--- src/hdl/loop_fetch_pkg.sv ---
// Constants, carrier types and shared decode helpers for the loop-mode fetch control.
// Functional notes
// - In loop mode hold looped word and both branch words, issue no opcode fetches.
// - Outside loop mode every opcode fetch proceeds normally, five bus cycles per pass.
// - Loop mode is entered automatically, without any software control.
// - Entry needs branch taken, displacement minus four, eligible one-word target just before.
// - Looped word and branch word are fetched twice; second fetch arms loop mode.
// - Once in loop mode, no instruction fetches until count exhausted or condition true.
// - Interrupt, trace, reset operation or bus error also ends loop mode.
// - In loop mode a pending interrupt is taken only after the branch, never after the looped instruction.
// - Taking an interrupt ends loop mode; later entry uses the normal sequence again.
// - With trace enabled, trace after both instructions, so loop mode never engages.
// - A reset operation aborts everything at once, including a loop iteration; the code still issues br_res_o for a branch executed in that cycle.
// - Bus error exits as normal; resuming the looped instruction needs no loop refetch.
// - Only one-word encodings with indirect, postincrement or predecrement operands qualify.
// - Eligible set: moves, arithmetic, logic, compare, decimal, extended, unary, memory shifts.
// - Branch decrements count low word; minus one stores and falls through; else condition decides.
package loop_fetch_pkg;

	// ********************************************************************
	// Encodings and constants
	// ********************************************************************
	localparam logic [15:0] LOOP_DISP      = 16'hFFFC;
	localparam logic [15:0] COUNT_END      = 16'hFFFF;
	localparam logic [15:0] COUNT_STEP     = 16'h0001;
	localparam logic [3:0]  DTB_LINE       = 4'h5;
	localparam logic [4:0]  DTB_SUBCODE    = 5'b1_1001;
	localparam logic [2:0]  EA_IND         = 3'h2;
	localparam logic [2:0]  EA_POSTINC     = 3'h3;
	localparam logic [2:0]  EA_PREDEC      = 3'h4;
	localparam logic [15:0] WORD_RST       = 16'h0000;

	typedef enum logic [2:0] {
		S_IDLE      = 3'b000,
		S_CAND      = 3'b001,
		S_DISP      = 3'b010,
		S_ARMED     = 3'b011,
		S_REFETCH_L = 3'b100,
		S_REFETCH_B = 3'b101,
		S_LOOP      = 3'b110
	} loop_state_t;

	// One opcode word returned by an instruction fetch bus cycle.
	typedef struct packed {
		logic        valid;
		logic [15:0] word;
	} fetch_t;

	// Decrement-test-branch execution request from the sequencer.
	typedef struct packed {
		logic        exec;
		logic        cond_true;
		logic [15:0] count;
	} branch_t;

	// Result of one decrement-test-branch execution.
	typedef struct packed {
		logic        valid;
		logic        count_we;
		logic        taken;
		logic [15:0] count;
	} branch_res_t;

	// ********************************************************************
	// Helpers
	// ********************************************************************
	// True for the first word of a decrement-test-branch instruction.
	function automatic logic is_dtb(input logic [15:0] w);
		is_dtb = (w[15:12] == DTB_LINE) && (w[7:3] == DTB_SUBCODE);
	endfunction

	// True for the three address-register-indirect memory modes.
	function automatic logic is_ind_mode(input logic [2:0] m);
		is_ind_mode = (m == EA_IND) || (m == EA_POSTINC) || (m == EA_PREDEC);
	endfunction

endpackage

--- src/hdl/loop_eligible_dec.sv ---
// Combinational classifier for one-word instructions that may run in loop mode.
`timescale 1ns/100ps
`default_nettype none
module loop_eligible_dec (
	input  wire logic [15:0] word_i,
	output logic             eligible_o
);

	// ********************************************************************
	// Opcode classification
	// ********************************************************************
	logic [3:0] line;
	logic [2:0] opm;
	logic [2:0] mode;
	logic [2:0] dmode;
	logic [1:0] sz;

	assign line  = word_i[15:12];
	assign opm   = word_i[8:6];
	assign mode  = word_i[5:3];
	assign dmode = word_i[8:6];
	assign sz    = word_i[7:6];

	// Every accepted form is a single word; anything needing extension words is refused.
	always_comb begin
		eligible_o = 1'b0;
		case (line)
			4'h1, 4'h2, 4'h3: begin
				eligible_o = loop_fetch_pkg::is_ind_mode(dmode) &&
					(loop_fetch_pkg::is_ind_mode(mode) ||
					((mode[2:1] == 2'b00) && (dmode == loop_fetch_pkg::EA_POSTINC)));
			end
			4'h4: begin
				if ((word_i[11:8] == 4'h0 || word_i[11:8] == 4'h2 || word_i[11:8] == 4'h4 ||
						word_i[11:8] == 4'h6 || word_i[11:8] == 4'hA) && (sz != 2'b11)) begin
					eligible_o = loop_fetch_pkg::is_ind_mode(mode);
				end else if (word_i[11:6] == 6'b10_0000) begin
					eligible_o = loop_fetch_pkg::is_ind_mode(mode);
				end
			end
			// arithmetic, logic, compare, decimal and extended forms.
			4'h8, 4'h9, 4'hB, 4'hC, 4'hD: begin
				if (opm == 3'h3 || opm == 3'h7) begin
					eligible_o = (line != 4'h8) && (line != 4'hC) &&
						loop_fetch_pkg::is_ind_mode(mode);
				end else if (mode == 3'h1) begin
					eligible_o = (opm[2] && ((line == 4'hB) || (line == 4'h9) ||
						(line == 4'hD) || (opm == 3'h4)));
				end else begin
					eligible_o = loop_fetch_pkg::is_ind_mode(mode) &&
						!((line == 4'hB) && !opm[2]) || ((line == 4'hB) && !opm[2] &&
						loop_fetch_pkg::is_ind_mode(mode));
				end
			end
			// word memory shifts and rotates by one.
			4'hE: begin
				eligible_o = (word_i[11] == 1'b0) && (sz == 2'b11) &&
					loop_fetch_pkg::is_ind_mode(mode);
			end
			default: eligible_o = 1'b0;
		endcase
	end

endmodule // loop_eligible_dec
`default_nettype wire

--- src/hdl/loop_fetch_ctrl.sv ---
// Loop-mode fetch controller: detects single-instruction loops and suppresses opcode fetches.
`timescale 1ns/100ps
`default_nettype none
module loop_fetch_ctrl (
	input  wire logic                         clk_i,
	input  wire logic                         rst_b_i,
	input  wire logic                         ce_i,
	input  wire loop_fetch_pkg::fetch_t       fetch_i,
	input  wire loop_fetch_pkg::branch_t      br_i,
	input  wire logic                         loop_done_i,
	input  wire logic                         irq_pend_i,
	input  wire logic                         trace_en_i,
	input  wire logic                         reset_op_i,
	input  wire logic                         bus_err_i,
	output logic                              loop_active_o,
	output logic                              refill_o,
	output logic                              irq_take_o,
	output logic                              trace_take_o,
	output logic [15:0]                       decode_o,
	output logic [31:0]                       queue_o,
	output loop_fetch_pkg::branch_res_t       br_res_o
);

	// ********************************************************************
	// Declarations
	// ********************************************************************
	loop_fetch_pkg::loop_state_t state_q;
	loop_fetch_pkg::loop_state_t state_d;
	logic                        elig;
	logic [15:0]                 cnt_dec;
	logic                        br_taken;
	logic                        capture_l;
	logic                        capture_b;
	logic                        capture_d;
	logic                        exit_ev;

	loop_eligible_dec u_dec (
		.word_i     (fetch_i.word),
		.eligible_o (elig)
	);

	// ********************************************************************
	// Branch arithmetic
	// ********************************************************************
	// decrement and decide.
	assign cnt_dec  = br_i.count - loop_fetch_pkg::COUNT_STEP;
	assign br_taken = (cnt_dec != loop_fetch_pkg::COUNT_END) && !br_i.cond_true;

	// ********************************************************************
	// Sequence detection
	// ********************************************************************
	// Reset operation beats bus error, which beats every ordinary transition.
	always_comb begin
		state_d   = state_q;
		capture_l = 1'b0;
		capture_b = 1'b0;
		capture_d = 1'b0;
		exit_ev   = 1'b0;
		case (state_q)
			loop_fetch_pkg::S_IDLE: begin
				if (fetch_i.valid && elig) begin
					capture_l = 1'b1;
					state_d   = loop_fetch_pkg::S_CAND;
				end
			end
			loop_fetch_pkg::S_CAND: begin
				if (fetch_i.valid) begin
					if (loop_fetch_pkg::is_dtb(fetch_i.word)) begin
						capture_b = 1'b1;
						state_d   = loop_fetch_pkg::S_DISP;
					end else if (elig) begin
						capture_l = 1'b1;
					end else begin
						state_d = loop_fetch_pkg::S_IDLE;
					end
				end
			end
			loop_fetch_pkg::S_DISP: begin
				if (fetch_i.valid) begin
					capture_d = 1'b1;
					state_d   = (fetch_i.word == loop_fetch_pkg::LOOP_DISP) ?
						loop_fetch_pkg::S_ARMED : loop_fetch_pkg::S_IDLE;
				end
			end
			// branch must loop and tracing must be off.
			loop_fetch_pkg::S_ARMED: begin
				if (br_i.exec) begin
					state_d = (br_taken && !trace_en_i && !irq_pend_i) ?
						loop_fetch_pkg::S_REFETCH_L : loop_fetch_pkg::S_IDLE;
				end
			end
			// second fetch of the looped word.
			loop_fetch_pkg::S_REFETCH_L: begin
				if (fetch_i.valid) begin
					state_d = (fetch_i.word == decode_o && elig && !trace_en_i) ?
						loop_fetch_pkg::S_REFETCH_B : loop_fetch_pkg::S_IDLE;
				end
			end
			// second fetch of the branch word enters loop mode.
			loop_fetch_pkg::S_REFETCH_B: begin
				if (fetch_i.valid) begin
					state_d = (fetch_i.word == queue_o[31:16] && !trace_en_i) ?
						loop_fetch_pkg::S_LOOP : loop_fetch_pkg::S_IDLE;
				end
			end
			// stay until exhausted, condition, interrupt or trace.
			loop_fetch_pkg::S_LOOP: begin
				if (br_i.exec && (!br_taken || irq_pend_i || trace_en_i)) begin
					exit_ev = 1'b1;
					state_d = loop_fetch_pkg::S_IDLE;
				end
			end
			default: state_d = loop_fetch_pkg::S_IDLE;
		endcase
		// bus error leaves loop mode like any other exception.
		if (bus_err_i) begin
			exit_ev = (state_q == loop_fetch_pkg::S_LOOP);
			state_d = loop_fetch_pkg::S_IDLE;
		end
		if (reset_op_i) begin
			exit_ev   = 1'b0;
			capture_l = 1'b0;
			capture_b = 1'b0;
			capture_d = 1'b0;
			state_d   = loop_fetch_pkg::S_IDLE;
		end
	end

	// State register and the registered loop flag that gates opcode fetches.
	always_ff @(posedge clk_i or negedge rst_b_i) begin
		if (!rst_b_i) begin
			state_q       <= loop_fetch_pkg::S_IDLE;
			loop_active_o <= 1'b0;
		end else if (ce_i) begin
			state_q       <= state_d;
			loop_active_o <= (state_d == loop_fetch_pkg::S_LOOP);
		end
	end

	// ********************************************************************
	// Held instruction words
	// ********************************************************************
	// words are captured only while the loop is being formed, so they freeze inside it.
	always_ff @(posedge clk_i or negedge rst_b_i) begin
		if (!rst_b_i) begin
			decode_o <= loop_fetch_pkg::WORD_RST;
			queue_o  <= {loop_fetch_pkg::WORD_RST, loop_fetch_pkg::WORD_RST};
		end else if (ce_i) begin
			if (capture_l) begin
				decode_o <= fetch_i.word;
			end
			if (capture_b) begin
				queue_o[31:16] <= fetch_i.word;
			end
			if (capture_d) begin
				queue_o[15:0] <= fetch_i.word;
			end
		end
	end

	// ********************************************************************
	// Exit, exception and branch result pulses
	// ********************************************************************
	// refill after any exit except a reset operation, which restarts fetching itself.
	always_ff @(posedge clk_i or negedge rst_b_i) begin
		if (!rst_b_i) begin
			refill_o <= 1'b0;
		end else if (ce_i) begin
			refill_o <= exit_ev;
		end
	end

	// in loop mode interrupts are recognised at branch boundaries only; the looped instruction is skipped.
	always_ff @(posedge clk_i or negedge rst_b_i) begin
		if (!rst_b_i) begin
			irq_take_o <= 1'b0;
		end else if (ce_i) begin
			irq_take_o <= irq_pend_i && !reset_op_i &&
				(br_i.exec || (loop_done_i && state_q != loop_fetch_pkg::S_LOOP));
		end
	end

	// trace after both the looped instruction and the branch.
	always_ff @(posedge clk_i or negedge rst_b_i) begin
		if (!rst_b_i) begin
			trace_take_o <= 1'b0;
		end else if (ce_i) begin
			trace_take_o <= trace_en_i && !reset_op_i && (loop_done_i || br_i.exec);
		end
	end

	// count kept at minus one, or when a false condition loops back.
	// A true condition discards the result unless the count reaches minus one, leaving the counter register untouched.
	always_ff @(posedge clk_i or negedge rst_b_i) begin
		if (!rst_b_i) begin
			br_res_o <= '0;
		end else if (ce_i) begin
			br_res_o.valid    <= br_i.exec;
			br_res_o.count    <= cnt_dec;
			br_res_o.taken    <= br_i.exec && br_taken;
			br_res_o.count_we <= br_i.exec &&
				((cnt_dec == loop_fetch_pkg::COUNT_END) || !br_i.cond_true);
		end
	end

	// ********************************************************************
	// Assertions
	// ********************************************************************
	property p_irq_after_branch;
		@(posedge clk_i) disable iff (!rst_b_i)
		(irq_take_o && $past(ce_i) && $past(loop_active_o)) |-> $past(br_i.exec);
	endproperty
	a_irq_after_branch: assert property (p_irq_after_branch)
		else $error("Interrupt taken in loop mode outside a branch boundary.");

	property p_irq_ends_loop;
		@(posedge clk_i) disable iff (!rst_b_i)
		(ce_i && loop_active_o && br_i.exec && irq_pend_i && !reset_op_i) |=>
			(!loop_active_o && irq_take_o && refill_o);
	endproperty
	a_irq_ends_loop: assert property (p_irq_ends_loop)
		else $error("Interrupt did not end loop mode.");

	property p_trace_blocks;
		@(posedge clk_i) disable iff (!rst_b_i)
		($past(trace_en_i) && !$past(loop_active_o)) |-> !loop_active_o;
	endproperty
	a_trace_blocks: assert property (p_trace_blocks)
		else $error("Loop mode engaged while tracing.");

	property p_reset_op_abort;
		@(posedge clk_i) disable iff (!rst_b_i)
		(ce_i && reset_op_i) |=> (!loop_active_o && state_q == loop_fetch_pkg::S_IDLE &&
			!refill_o && !irq_take_o);
	endproperty
	a_reset_op_abort: assert property (p_reset_op_abort)
		else $error("Reset operation did not abort loop processing.");

	property p_bus_err_exit;
		@(posedge clk_i) disable iff (!rst_b_i)
		(ce_i && bus_err_i && !reset_op_i && loop_active_o) |=> (!loop_active_o && refill_o);
	endproperty
	a_bus_err_exit: assert property (p_bus_err_exit)
		else $error("Bus error did not leave loop mode with a refill.");

	property p_count_write;
		@(posedge clk_i) disable iff (!rst_b_i)
		(ce_i && br_i.exec) |=> (br_res_o.valid &&
			br_res_o.count == $past(br_i.count) - loop_fetch_pkg::COUNT_STEP &&
			(br_res_o.count_we == ((br_res_o.count == loop_fetch_pkg::COUNT_END) ||
			!$past(br_i.cond_true))));
	endproperty
	a_count_write: assert property (p_count_write)
		else $error("Branch count result or write enable wrong.");

	property p_entry_words;
		@(posedge clk_i) disable iff (!rst_b_i)
		$rose(loop_active_o) |-> (queue_o[15:0] == loop_fetch_pkg::LOOP_DISP &&
			loop_fetch_pkg::is_dtb(queue_o[31:16]) && $past(state_q) == loop_fetch_pkg::S_REFETCH_B);
	endproperty
	a_entry_words: assert property (p_entry_words)
		else $error("Loop mode entered without a minus-four branch.");

	property p_words_held;
		@(posedge clk_i) disable iff (!rst_b_i)
		(loop_active_o && $past(loop_active_o)) |-> ($stable(decode_o) && $stable(queue_o));
	endproperty
	a_words_held: assert property (p_words_held)
		else $error("Held loop words changed inside loop mode.");

	property p_exit_refill;
		@(posedge clk_i) disable iff (!rst_b_i)
		$fell(loop_active_o) |-> (refill_o || $past(reset_op_i));
	endproperty
	a_exit_refill: assert property (p_exit_refill)
		else $error("Loop exit without a queue refill.");

	property p_stay_looping;
		@(posedge clk_i) disable iff (!rst_b_i)
		(ce_i && loop_active_o && !br_i.exec && !bus_err_i && !reset_op_i) |=> loop_active_o;
	endproperty
	a_stay_looping: assert property (p_stay_looping)
		else $error("Loop mode left without a terminating event.");

endmodule // loop_fetch_ctrl
`default_nettype wire

--- config.mk ---
export PLATFORM = sky130hd
export DESIGN_NAME = loop_fetch_ctrl
export DESIGN_NICKNAME = d
export VERILOG_FILES = /design/src/hdl/loop_fetch_pkg.sv /design/src/hdl/loop_eligible_dec.sv /design/src/hdl/loop_fetch_ctrl.sv
export SDC_FILE = /design/constraint.sdc
export NUM_CORES = 1
export LEC_CHECK = 0
export BUFFER_PORTS_ARGS = -buffer_cell sky130_fd_sc_hd__buf_4
export CAP_MARGIN = 0
export CORE_MARGIN = 2
export CORE_UTILIZATION = 53
export DETAILED_ROUTE_END_ITERATION = 8
export HOLD_SLACK_MARGIN = 0.06
export PLACE_DENSITY = 0.92
export SYNTH_ARGS = -nofsm -noshare
export SYNTH_HDL_FRONTEND = slang
export SYNTH_SLANG_ARGS = --single-unit
--- constraint.sdc ---
create_clock -name clk_i -period 3.5 [get_ports clk_i]
set_clock_uncertainty 0.15 [all_clocks]
set_input_delay 0.35 -clock clk_i [delete_from_list [all_inputs] [get_ports clk_i]]
set_output_delay 0.35 -clock clk_i [all_outputs]
set_load 0.005 [all_outputs]
==> After elaboration in Yosys (flattened, before gate mapping) <==
Index checks and enable logic that the tools add are counted.
{ "word_totals": {"wordCells": 155, "regBits": 74, "inputBits": 43, "output_inout_bits": 71} }
{ "op_classes": {"muxes": 38, "n_eq_ne": 42, "bitwise": 1, "reduce_logical": 61, "add_sub_neg": 1} }
{ "op_table": {"columns": ["operator", "n"], "rows": [
  ["$mux 3", 14],
  ["$eq 16x16->1", 2],
  ["$eq 16x16->1 const B", 2],
  ["$eq 4x4->1 const B", 7],
  ["$logic_and 1x1->1", 27],
  ["$eq 3x3->1 const B", 7],
  ["$pmux 3 s7", 1],
  ["$mux 1", 20],
  ["$logic_or 1x1->1", 19],
  ["$eq 3x2->1 const B", 6],
  ["$eq 4x3->1 const B", 4],
  ["$ne 16x16->1 const B", 1],
  ["$sub 16x1->16 const B", 1],
  ["$eq 4x2->1 const B", 3],
  ["$ne 4x4->1 const B", 2],
  ["$logic_not 1->1", 7],
  ["$eq 3x1->1 const B", 2],
  ["$eq 6x6->1 const B", 1],
  ["$reduce_and 2->1", 3],
  ["$eq 5x5->1 const B", 1],
  ["$reduce_or 5->1", 1],
  ["$eq 4x1->1 const B", 1],
  ["$logic_not 4->1", 1],
  ["$pmux 1 s4", 1],
  ["9 further kinds", 9]
]} }

==> Logic depth before layout (Yosys ltp) <==
Gate-level depths: netlist (run 1).
{ "logic_depth": {"depth_word": 16, "depth_mapped": 10, "mapped_depth_nobuf": 9} }

==> Cells and area by module <==
A second synthesis (run 1) with hierarchy kept.
{ "hier_totals": {"hier_cells": 381, "hier_area_um2": 3982.6} }
{ "modules_own_cells": {"columns": ["module", "seq_area_each_um2", "cells_per_inst", "area_each_um2", "n_inst"], "rows": [
  ["loop_fetch_ctrl", 1851.8, 350, 3796.1, 1],
  ["loop_eligible_dec", 0.0, 31, 186.4, 1]
]} }

==> Worst setup path after synthesis (run 1) <==
Ideal clock, no wire load.
{ "synth_path": {"path_type": "input to register", "from": "input fetch_i[15] (netlist name)", "to": "register decode_o[10]", "stages": 10, "slack_ns": 0.764, "t_arrival_ns": 2.461, "t_required_ns": 3.225, "setup_ns": 0.125, "n_path_buf": 3, "path_cell_list": "buf_2 -> or3b_4 -> nor2_2 -> a31oi_1 -> or3_1 -> and3_4 -> or3_4 -> buf_6 -> buf_12 -> mux2_4"} }
{ "synth_between": {"elab_chain_len": 14, "elab_cells_between_ends": 38, "classes_between": "13 x eq/ne; 9 x mux; 16 x reduce/logical"} }
{ "synth_rtl": {"columns": ["item", "line_no", "text"], "rows": [
  ["start: declaration", "loop_fetch_ctrl.sv:8", "input wire loop_fetch_pkg::fetch_t fetch_i,"],
  ["$eq 4x4->1 (on tied branches)", "loop_eligible_dec.sv:27, loop_eligible_dec.sv:47, loop_eligible_dec.sv:51", null],
  ["$logic_and 1x1->1 / $logic_or 1x1->1 (equally long branches)", "loop_eligible_dec.sv:51, loop_eligible_dec.sv:47", null],
  ["$logic_not 1->1 / $logic_or 1x1->1 (equally long branches)", "loop_eligible_dec.sv:51, loop_eligible_dec.sv:47", null],
  ["$logic_and 1x1->1 / $logic_or 1x1->1 (equally long branches)", "loop_eligible_dec.sv:50, loop_eligible_dec.sv:48", null],
  ["$logic_or 1x1->1 / $logic_and 1x1->1 (equally long branches)", "loop_eligible_dec.sv:51, loop_eligible_dec.sv:47", null],
  ["$mux 1", "loop_eligible_dec.sv:46", "end else if (mode == 3'h1) begin"],
  ["$mux 1", "loop_eligible_dec.sv:43", "if (opm == 3'h3 || opm == 3'h7) begin"],
  ["$pmux 1 s4", "loop_eligible_dec.sv:27", "case (line)"],
  ["$mux 1", "loop_fetch_ctrl.sv:71", "end else if (elig) begin"],
  ["$mux 1", "loop_fetch_ctrl.sv:68", "if (loop_fetch_pkg::is_dtb(fetch_i.word)) begin"],
  ["$mux 1", "loop_fetch_ctrl.sv:67", "if (fetch_i.valid) begin"],
  ["$pmux 1 s2 *", "loop_fetch_ctrl.sv:59", "case (state_q)"],
  ["$mux 1 *", "loop_fetch_ctrl.sv:120", "if (reset_op_i) begin"],
  ["$reduce_and 2->1 (no source line) *", null, null],
  ["end signal: assignment", "loop_fetch_ctrl.sv:146", "decode_o <= loop_fetch_pkg::WORD_RST;"],
  ["end signal: assignment", "loop_fetch_ctrl.sv:150", "decode_o <= fetch_i.word;"],
  ["end: declaration", "loop_fetch_ctrl.sv:19", "output logic [15:0] decode_o,"]
]} }
Every way passes the cells marked *; elsewhere a longest branch is shown, timed or not.
A chain may end at the register's enable or synchronous reset.

==> Final worst setup path (run 1) <==
{ "layout_path": {"from": "register state_q[2]", "to": "register loop_active_o"} }
{ "layout_between": {"elab_chain_len": 7, "elab_cells_between_ends": 20, "classes_between": "7 x eq/ne; 12 x mux; 1 x reduce/logical"} }
{ "layout_rtl": {"columns": ["item", "line_no", "text"], "rows": [
  ["start: declaration", "loop_fetch_ctrl.sv:27", "loop_fetch_pkg::loop_state_t state_q;"],
  ["start signal: assignment", "loop_fetch_ctrl.sv:132", "state_q <= loop_fetch_pkg::S_IDLE;"],
  ["start signal: assignment", "loop_fetch_ctrl.sv:135", "state_q <= state_d;"],
  ["$mux 3", "loop_fetch_ctrl.sv:71", null],
  ["$mux 3", "loop_fetch_ctrl.sv:68", null],
  ["$mux 3", "loop_fetch_ctrl.sv:67", null],
  ["$pmux 3 s7 *", "loop_fetch_ctrl.sv:59", null],
  ["$mux 3 *", "loop_fetch_ctrl.sv:116", "if (bus_err_i) begin"],
  ["$mux 3 *", "loop_fetch_ctrl.sv:120", null],
  ["$eq 3x3->1 *", "loop_fetch_ctrl.sv:136", "loop_active_o <= (state_d == loop_fetch_pkg::S_LOOP);"],
  ["end signal: assignment", "loop_fetch_ctrl.sv:136", null],
  ["end: declaration", "loop_fetch_ctrl.sv:15", "output logic loop_active_o,"]
]} }
Marks and branches as above.

==> flow_metrics.py, run 1 <==
metrics = {
    "sta": {
        "finalSetupViolCount": 0,
        "tns_ps": 0,
        "period_minus_slack_ps": 3010,
        "worst_slew_pin_slew_ps": 916,
        "maxSlewViolCount": 0,
        "period_share": 0.859,
        "finalHoldViolCount": 0,
        "rsz0062_at_grt": "false",
        "max-slew-margin-rel": 0.389,
        "holdWs_ps": 126,
        "max_freq_mhz": 333,
    },
    "grt": {
        "grt_overflow": 0,
        "grtUsageTotal": 0.250,
        "grt_max_degree": 75,
        "first_global_vias": 3331,
        "antenna_found_initial": 0,
        "grt_pass1_wl_um": 16800,
    },
    "cts": {
        "clk_pin_slew_worst_paths_ps": 80,
        "numCtsBuffers": 9,
        "clock-root-buffer": "clkbuf_8",
        "cts_sinks": 74,
        "cts_buffer_depth": 2,
        "cts_resized": 0,
        "worst_skew_pair.late_latency_ps": 350,
        "cts_tree": "done",
        "cts.htree.levels": 3,
    },
    "routing": {
        "post_drt_wl_per_cell_um": 17.1,
        "drc": 0,
        "postRouteAntennaNets": 0,
        "drt_iter0_markers": 196,
        "viasPerCell": 5.70,
        "vias": 3418,
        "routed_wl_um": 10300,
        "first_pass_iters": 5,
    },
    "setup_path": {
        "worstSetupStartpointType": "register",
        "rrSetupSlack_ps": 490,
        "r2r_cells": 7,
        "cp_slowest_cell": "dfrtp_1",
        "cp.required_ps": 3580,
        "path_max_fanout": 11,
        "path_cells": "nor3b_1, nand3_1, or4_1, or4_1, a31oi_1, a211oi_1, o41ai_1",
        "r2r_start": "state_q[2]",
        "worstSetupPathType": "reg -> reg",
        "crit_arrival_ps": 3090,
        "endpoint_kind": "register",
        "critical_path.max_stage_delay_ps": 530,
        "cpMostUsedCell": "or4_1",
        "r2r_end": "loop_active_o",
    },
    "floorplanning": {
        "pin_count": 114,
        "core-area_um2": 7610,
        "die_width_um": 91.9,
        "start_util": 0.538,
        "rows": 32,
        "die_h_um": 91.9,
        "fp.dieArea_um2": 8440,
    },
    "yosys": {
        "avgSynthCellArea_um2": 10.4,
        "ys_ff_latch": 74,
        "muxShareOfSynthArea": 0.127,
        "yosysTopAreaCell": "dfrtp_1",
        "yosys-top-cells-count": "dfrtp_1, xnor2_1, mux2_2",
        "yosys_warnings": 0,
        "synth_cell_type_count": 62,
        "yosys.area_share.simple": 0.167,
        "synth_compound_area_frac": 0.0926,
        "synthAdderAreaFrac": 0.00856,
        "ys.flop_type": "dfrtp_1",
        "ys_seq_area_frac": 0.452,
        "synth_cells": 394,
        "synth_top_area_share": 0.452,
        "synth_top_family_by_area": "simple AND/OR/NAND/NOR gates",
        "netlist_area_um2": 4090,
        "syn-num-nets": 439,
        "synth_edf_count": 0,
        "yosysMostFrequentCell": "dfrtp_1",
        "synth-async-reset-ratio": 1.00,
        "synth_xor_area_frac": 0.103,
        "synth_area_leaders": "dfrtp_1, mux2_2, xnor2_1, mux2_4, xor2_1",
    },
    "job": {
        "maxCapViolCount": 0,
    },
    "power_and_ir_drop": {
        "p_int_w": 0.00164,
        "leakage_nw": 2.46,
        "clockPowerShare": 0.346,
        "netSwitchingFraction": 0.274,
        "seq_power_share": 0.450,
        "powerDensity_nw_per_um2": 436,
        "p_switching_w": 0.000621,
        "pwr-share-comb": 0.204,
        "ir_worst_vdd_mv": 0.250,
    },
    "placement": {
        "dp.cells": 582,
        "gp_congestion": 0.900,
        "dp_hpwl_um": 7290,
        "io_buffers": 113,
    },
    "hold_path": {
        "min_to": "irq_take_o",
        "hold_depth": 3,
        "worstHoldStart": "irq_pend_i",
        "hold_path.class": "in -> reg",
    },
    "cells_and_area": {
        "seqCellArea_um2": 1850,
        "multi_input_area_um2": 2040,
        "utilization": 0.682,
        "n_antenna_cell": 0,
        "drive_above_1_share": 0.367,
        "nNetsFinal": 538,
        "syn2layout_area_growth_pct": 26.7,
        "fillers": 565,
        "final_cells": 600,
    },
    "outcome": {
        "outcome": "complete, no violations",
    },
}
-- logic make-up after synthesis --
| group | count (synthesis) |
|---|---|
| compound gates | 58 |
| xor+xnor | 48 |
| fa+ha+maj | 3 |
| buf+inv | 43 |
| flops | 74 |
| mux | 43 |
| simple gates | 125 |
-- per-stage QoR --
step | worst slack [ps] | power (W) | area [µm²]
after floorplan | 764 | 0.00125 | 4090
after global placement | 499 | 0.00147 | 4930
after detailed placement | 213 | 0.00149 | 4930
after CTS | 541 | 0.00227 | 5180
after global routing | 251 | 0.00236 | 5190
final | 493 | 0.00226 | 5190
-- critical path: cells and delay by family, from the launching register on --
family	cells	cell delay, ps
and+or+nand+nor	4	1520
DFF	1	530
AOI/OAI and AO/OA	3	700
-- power by group through the flow --
stage               combinational (W)  clock, W  sequential [W]
finish                       0.000462  0.000783         0.00102
global route                 0.000501  0.000830         0.00103
CTS                          0.000464  0.000788         0.00102
detailed placement           0.000459         0         0.00103
global placement             0.000445         0         0.00103
floorplan                    0.000225         0         0.00102
-- how the worst max path moves through the flow --
| stage | cells after the start | startpoint | to |
|---|---|---|---|
| floorplan | 10 | fetch_i[15] | decode_o[10] |
| global placement | 10 | br_i[0] | loop_active_o |
| detailed placement | 10 | br_i[0] | loop_active_o |
| CTS | 7 | state_q[2] | loop_active_o |
| global route | 10 | br_i[0] | loop_active_o |
| finish | 7 | state_q[2] | loop_active_o |
-- state kept, by name (all words and copies together) (netlist names) --
signal	flops
br_res_o	19
decode_o	16
irq_take_o	1
loop_active_o	1
queue_o	32
refill_o	1
state_q	3
trace_take_o	1
-- layout make-up --
class                      count  area share
tap                          102      0.0246
timing repair buffer         117       0.170
multi-input combinational    277       0.393
inverter                      14      0.0101
clock buffer                  10      0.0265
clock inverter                 6      0.0188
sequential                    74       0.357
-- per-layer routing --
metal / vias up / GRT usage / part of all wire
met4: 0 / 0.0585 / 0.0093
met5: - / 0 / 0
met1: 1629 / 0.323 / 0.41
met2: 194 / 0.428 / 0.49
li1: 1579 / - / -
met3: 16 / 0.0608 / 0.089
-- cell usage in the layout, fill, tap and decap left out, types with 2 or more instances in the layout --
cell,count
buf_4,115
dfrtp_1,74
xnor2_1,34
mux2_2,30
nor2_1,27
a21oi_1,17
nand2_1,15
nor3_1,15
xor2_1,14
inv_1,13
nand4_1,12
o21ai_0,11
mux2_4,10
clkbuf_8,10
nor2b_1,8
nand3_1,8
a31oi_1,6
or2_2,6
and3_1,6
or3_1,5
mux2i_1,3
nor4_1,3
and2_1,3
nand2b_1,3
o211ai_1,3
a21o_1,2
nor3b_1,2
nor4b_1,2
a211oi_1,2
or4_1,2
a22o_1,2
ha_1,2
bufinv_16,2
clkinv_4,2
dlygate4sd3_1,2
-- timing repair --
item,in CTS,in global routing
endpoints found under the hold margin,74,1
buffers inserted,0,0
hold buffers,1,1
(Power assumes the default switching activity.)
==> run 2, diff against run 1 <==
CORE_UTILIZATION = 52   (was 53)
PLACE_DENSITY = 0.91   (was 0.92)
SYNTH_HIERARCHICAL = 1   (was default)
==> flow_metrics.py, run 2 <==
metrics = {
    "floorplanning": {
        "pin_count": 114,
        "rows": 31,
        "core-area_um2": 7330,
        "die_h_um": 91.5,
        "start_util": 0.543,
        "die_width_um": 91.5,
        "fp.dieArea_um2": 8380,
    },
    "sta": {
        "worst_slew_pin_slew_ps": 921,
        "tns_ps": 0,
        "period_minus_slack_ps": 2810,
        "rsz0062_at_grt": "false",
        "max-slew-margin-rel": 0.386,
        "finalSetupViolCount": 0,
        "maxSlewViolCount": 0,
        "max_freq_mhz": 355,
        "finalHoldViolCount": 0,
        "period_share": 0.804,
        "holdWs_ps": 72.3,
    },
    "routing": {
        "first_pass_iters": 6,
        "routed_wl_um": 10200,
        "post_drt_wl_per_cell_um": 17.1,
        "postRouteAntennaNets": 0,
        "vias": 3426,
        "viasPerCell": 5.75,
        "met1_length_um": 4100,
        "dr_wl_met2_um": 5140,
        "wl_met3_um": 900,
        "dr.max_layer_used": "met4",
        "drc": 0,
        "drt_iter0_markers": 264,
    },
    "cells_and_area": {
        "largest_register_ffs": 32,
        "design_area_um2": 5120,
        "n_antenna_cell": 0,
        "final_cells": 596,
        "drive_above_1_share": 0.370,
        "utilization": 0.698,
        "seqCellArea_um2": 1850,
        "final_cell_mix": "buf_4, dfrtp_1, mux2_2",
        "regMostFlops": "queue_o",
        "largestRegisters": "queue_o: 32 flops, br_res_o: 19 flops, decode_o: 16 flops",
        "fillers": 562,
        "multi_input_area_um2": 2030,
        "syn2layout_area_growth_pct": 28.5,
        "final_common_cell": "buf_4",
        "nNetsFinal": 538,
    },
    "power_and_ir_drop": {
        "clockPowerShare": 0.315,
        "pwr-share-comb": 0.206,
        "powerDensity_nw_per_um2": 407,
        "p_switching_w": 0.000571,
        "netSwitchingFraction": 0.274,
        "seq_power_share": 0.479,
        "p_int_w": 0.00151,
        "ir_worst_vdd_mv": 0.214,
        "leakage_nw": 2.37,
    },
    "placement": {
        "placed_cell_area_um2": 4910,
        "gp_congestion": 0.880,
        "dp_hpwl_um": 7420,
        "io_buffers": 113,
        "dp.cells": 580,
    },
    "grt": {
        "grtUsageTotal": 0.246,
        "antenna_found_initial": 0,
        "grt_overflow": 0,
        "first_global_vias": 3396,
        "grt_pass1_wl_um": 16400,
        "grt_max_degree": 75,
    },
    "yosys": {
        "ys_seq_area_frac": 0.465,
        "synth_edf_count": 0,
        "netlist_area_um2": 3980,
        "synth_area_leaders": "dfrtp_1, mux2_2, xnor2_1, nor2_1, o21ai_0",
        "yosysTopAreaCell": "dfrtp_1",
        "syn-num-nets": 426,
        "avgSynthCellArea_um2": 10.5,
        "yosys_warnings": 6,
        "synth_cells": 381,
        "synth_top_area_share": 0.465,
        "ys.flop_type": "dfrtp_1",
        "ys_ff_latch": 74,
        "synth-async-reset-ratio": 1.00,
        "yosysMostFrequentCell": "dfrtp_1",
        "yosys-top-cells-count": "dfrtp_1, mux2_2, xnor2_1",
        "synth_cell_type_count": 57,
    },
    "cts": {
        "clk_pin_slew_worst_paths_ps": 80,
        "cts_buffer_depth": 2,
        "cts_setup_buffers": 0,
        "clock-root-buffer": "clkbuf_8",
        "worst_skew_pair.late_latency_ps": 340,
        "cts_resized": 0,
        "numCtsBuffers": 9,
        "cts.htree.levels": 3,
        "cts_tree": "done",
        "cts_sinks": 74,
    },
    "setup_path": {
        "crit_arrival_ps": 2900,
        "cp_slowest_cell": "or4b_4",
        "endpoint_kind": "register",
        "cp.required_ps": 3590,
        "worstSetupStartpointType": "input pin",
        "r2r_start": "state_q[2]",
        "path_cells": "buf_4, inv_1, ha_1, or4b_4, or4_4, and4_4, o2111ai_1, nor4_1, o31a_1, o41ai_2",
        "worstSetupPathType": "in -> reg",
        "critical_path.max_stage_delay_ps": 480,
        "worstSetupStartpoint": "br_i[0]",
        "path_max_fanout": 4,
    },
    "outcome": {
        "outcome": "complete, no violations",
    },
    "hold_path": {
        "worstHoldStart": "br_i[16]",
        "hold_path.class": "in -> reg",
    },
    "job": {
        "maxCapViolCount": 0,
    },
}
-- run 2: cell types whose count changed after synthesis, sizes merged, moves of 6 or more --
cell,before,now
buf,12,3
xor2,14,5
nor3,15,8
nor4,3,9
o21ai,11,17
xnor2,34,40
-- run 2: critical path, delay by kind of cell --
family | cells | cell delay (ps)
compound gates | 3 | 870
fa+ha+maj | 1 | 180
buf+inv | 2 | 210
simple gates | 4 | 1280
-- run 2: layout make-up --
cell class              instances  area share
clock buffers                  10      0.0269
clock inverters                 5      0.0108
flip-flops and latches         74       0.362
well taps                      99      0.0242
inverters                      11     0.00807
repair buffers                116       0.171
multi-input cells             281       0.397
-- run 2: worst paths after layout --
kind                            endpoint  slack [ps]  cells after the start
max                        loop_active_o         690                     10
min reg2reg                   queue_o[0]         360                      1
min in group asynchronous    queue_o[13]         520                      2
max reg2reg                loop_active_o         900                      7
max in group asynchronous    br_res_o[6]        2060                      2
min                         br_res_o[16]          70                      2
-- run 2: through the flow --
stage	setup WS (ps)	power (W)
6_report	687	0.00208
5_1_grt	564	0.00218
4_1_cts	697	0.00209
3_5_place_dp	333	0.00144
3_3_place_gp	441	0.00143
2_1_floorplan	658	0.00119
-- run 2: power by group through the flow --
stage	registers [W]	logic (W)	clock network (W)
final	0.000998	0.000429	0.000657
after global routing	0.00101	0.000468	0.000702
after detailed placement	0.00101	0.000429	0
after global placement	0.00101	0.000416	0
after CTS	0.000997	0.000432	0.000666
after floorplan	0.00101	0.000180	0
-- run 2: kinds of logic (layout without fill, tap and decap cells) --
kind of cell / count (synthesis) / in the layout / synth area share
simple gates: 128 / 128 / 0.176
xor+xnor: 45 / 45 / 0.0990
buf+inv: 26 / 142 / 0.0245
mux: 42 / 42 / 0.118
flops: 74 / 74 / 0.465
compound gates: 64 / 64 / 0.111
fa+ha+maj: 2 / 2 / 0.00628
-- run 2: metal layers --
layer  GRT usage  up-vias
li1            -     1599
met1       0.311     1652
met3      0.0639       12
met5           0        -
met4      0.0606        0
met2       0.419      163
-- run 2: timing repair --
item / 4_1_cts / 5_1_grt
endpoints found under the hold margin: 74 / 0
endpoints found under the setup margin: 0 / 0
hold buffers: 1 / 0
==> run 3, diff against run 2 <==
CORE_UTILIZATION = 47   (was 52)
PLACE_DENSITY = 0.87   (was 0.91)
clock period = 2.41 ns   (was 3.5 ns; I/O delays follow)
==> flow_metrics.py, run 3 (synthesis gave the netlist of run 2 again) <==
metrics = {
    "routing": {
        "post_drt_wl_per_cell_um": 17.4,
        "drt_iter0_markers": 199,
        "drc": 0,
        "viasPerCell": 5.64,
        "postRouteAntennaNets": 0,
        "routed_wl_um": 11600,
        "vias": 3761,
        "first_pass_iters": 5,
    },
    "hold_path": {
        "hold_path.class": "in -> reg",
    },
    "sta": {
        "worst_slew_pin_slew_ps": 492,
        "worst_slack_ps": -64.4,
        "max_freq_mhz": 404,
        "finalHoldViolCount": 0,
        "rsz0062_at_grt": "true",
        "period_share": 1.03,
        "maxSlewViolCount": 0,
        "finalSetupViolCount": 3,
        "period_minus_slack_ps": 2470,
        "max-slew-margin-rel": 0.672,
    },
    "setup_path": {
        "critPathBufInv": 2,
        "cpMostUsedCell": "or4_4",
        "endpoint_kind": "register",
        "worstSetupStartpointType": "input pin",
        "r2r_cells": 9,
        "path_cells": "buf_12, inv_12, ha_4, or4b_4, or4_4, nor3_4, o2111ai_2, or4_4, a22oi_2, o41ai_2",
        "crit_family": "simple AND/OR/NAND/NOR gates",
        "r2r_start": "state_q[1]",
        "cp.required_ps": 2490,
        "cp.depth": 10,
        "worstSetupStartpoint": "br_i[0]",
        "r2r_end": "loop_active_o",
        "critical_path.max_stage_delay_ps": 470,
        "worstSetupPathType": "in -> reg",
        "rrSetupSlack_ps": 200,
        "path_max_fanout": 3,
        "critPathCapture": "loop_active_o",
        "crit_arrival_ps": 2550,
        "cp_slowest_cell": "or4_4",
    },
    "floorplanning": {
        "die_width_um": 96.1,
        "die_h_um": 96.1,
        "core-area_um2": 8220,
        "pin_count": 114,
        "rows": 33,
        "fp.dieArea_um2": 9230,
        "start_util": 0.485,
    },
    "cells_and_area": {
        "largestRegisters": "queue_o: 32 flops, br_res_o: 19 flops, decode_o: 16 flops",
        "n_antenna_cell": 0,
        "regMostFlops": "queue_o",
        "syn2layout_area_growth_pct": 45.9,
        "final_common_cell": "buf_4",
        "drive_above_1_share": 0.420,
        "largest_register_ffs": 32,
        "final_cells": 667,
        "nNetsFinal": 602,
        "utilization": 0.707,
        "fillers": 600,
        "final_cell_mix": "buf_4, dfrtp_1, mux2_2",
    },
    "power_and_ir_drop": {
        "leakage_nw": 2.72,
        "p_switching_w": 0.000875,
        "netSwitchingFraction": 0.265,
        "clockPowerShare": 0.346,
        "powerDensity_nw_per_um2": 570,
        "ir_worst_vdd_mv": 0.294,
        "p_int_w": 0.00243,
        "seq_power_share": 0.438,
        "pwr-share-comb": 0.216,
    },
    "cts": {
        "cts_sinks": 74,
        "cts_buffer_depth": 2,
        "worst_skew_pair.late_latency_ps": 350,
        "numCtsBuffers": 9,
        "cts_tree": "done",
        "cts.htree.levels": 3,
        "clk_pin_slew_worst_paths_ps": 80,
        "clock-root-buffer": "clkbuf_8",
    },
    "grt": {
        "grt_overflow": 0,
        "first_global_vias": 3707,
        "antenna_found_initial": 0,
        "grtUsageTotal": 0.257,
        "grt_pass1_wl_um": 18100,
        "grt_max_degree": 40,
    },
    "placement": {
        "gp_congestion": 0.836,
        "io_buffers": 113,
        "dp_hpwl_um": 8130,
        "dp.cells": 626,
    },
    "outcome": {
        "violations": "negative setup slack",
        "outcome": "finished, violations left",
    },
    "job": {
        "maxCapViolCount": 0,
    },
}
run 3: cell count changes in the layout (fill, tap and decap cells not counted), sizes merged:
cell	before	now
inv	11	12
buf	115	160
clkbuf	10	13
clkinv	2	0
bufinv	1	2
dlygate4sd3	1	20
clkinvlp	2	0
run 3: worst register-to-register path, stage by stage (launching register included):
cell     delay [ps]
dfrtp_1         380
nor3b_1         200
buf_4           160
and3_1          140
nand4_1          90
nor4_1          270
buf_4           190
a211o_1         110
a22oi_2          90
o41ai_2         330
run 3: metal layers:
metal / global-route usage / up-vias / wire length, µm
met2: 0.438 / 210 / 5840
met5: 0 / - / 0
met3: 0.0611 / 27 / 1010
met4: 0.0857 / 0 / 208
met1: 0.320 / 1807 / 4570
li1: - / 1717 / -
run 3: final cells by class:
cell class / count / area [µm²] / share of cell area
Clock inverter: 3 / 68.8 / 0.0118
Inverter: 11 / 58.8 / 0.0101
Timing Repair Buffer: 180 / 1460 / 0.250
Multi-Input combinational cell: 281 / 2070 / 0.357
Sequential cell: 74 / 1850 / 0.319
Tap cell: 105 / 131 / 0.0226
Clock buffer: 13 / 169 / 0.0291
run 3: through the flow:
| step | TNS (ps) | instance area, µm² | hold WS, ps | total power (W) | worst slack (ps) |
|---|---|---|---|---|---|
| after CTS | -72.3 | 5790 | 60.8 | 0.00332 | -45.4 |
| final | -137 | 5810 | 69.2 | 0.00331 | -64.4 |
| after detailed placement | -3250 | 5290 | 86.3 | 0.00214 | -483 |
| after global routing | -266 | 5810 | 75.2 | 0.00346 | -93.5 |
| after floorplan | -628 | 4010 | -205 | 0.00173 | -195 |
| after global placement | -2170 | 5290 | 81.4 | 0.00211 | -410 |
run 3: worst min path at each step:
| stage | endpoint | startpoint | cells after the start | slack (ps) |
|---|---|---|---|---|
| after global routing | br_res_o[5] | br_i[5] | 3 | 80 |
| after detailed placement | decode_o[11] | rst_b_i | 1 | 90 |
| after floorplan | br_res_o[0] | rst_b_i | 0 | -200 |
| after CTS | refill_o | br_i[17] | 3 | 60 |
| final | br_res_o[13] | br_i[13] | 3 | 70 |
| after global placement | queue_o[11] | rst_b_i | 1 | 80 |
run 3: repair_timing:
action | 4_1_cts | 5_1_grt
setup endpoints to repair | 5 | 10
pin swaps | 1 | 0
buffers inserted | 3 | 2
hold buffers | 20 | 0
resized for setup | 8 | 2
hold endpoints to repair | 56 | 0
run 3: power groups by stage:
stage | Combinational (W) | Sequential (W) | Clock [W]
2_1_floorplan | 0.000264 | 0.00146 | 0
3_3_place_gp | 0.000648 | 0.00147 | 0
3_5_place_dp | 0.000668 | 0.00147 | 0
4_1_cts | 0.000707 | 0.00145 | 0.00116
5_1_grt | 0.000777 | 0.00146 | 0.00122
6_report | 0.000715 | 0.00145 | 0.00114
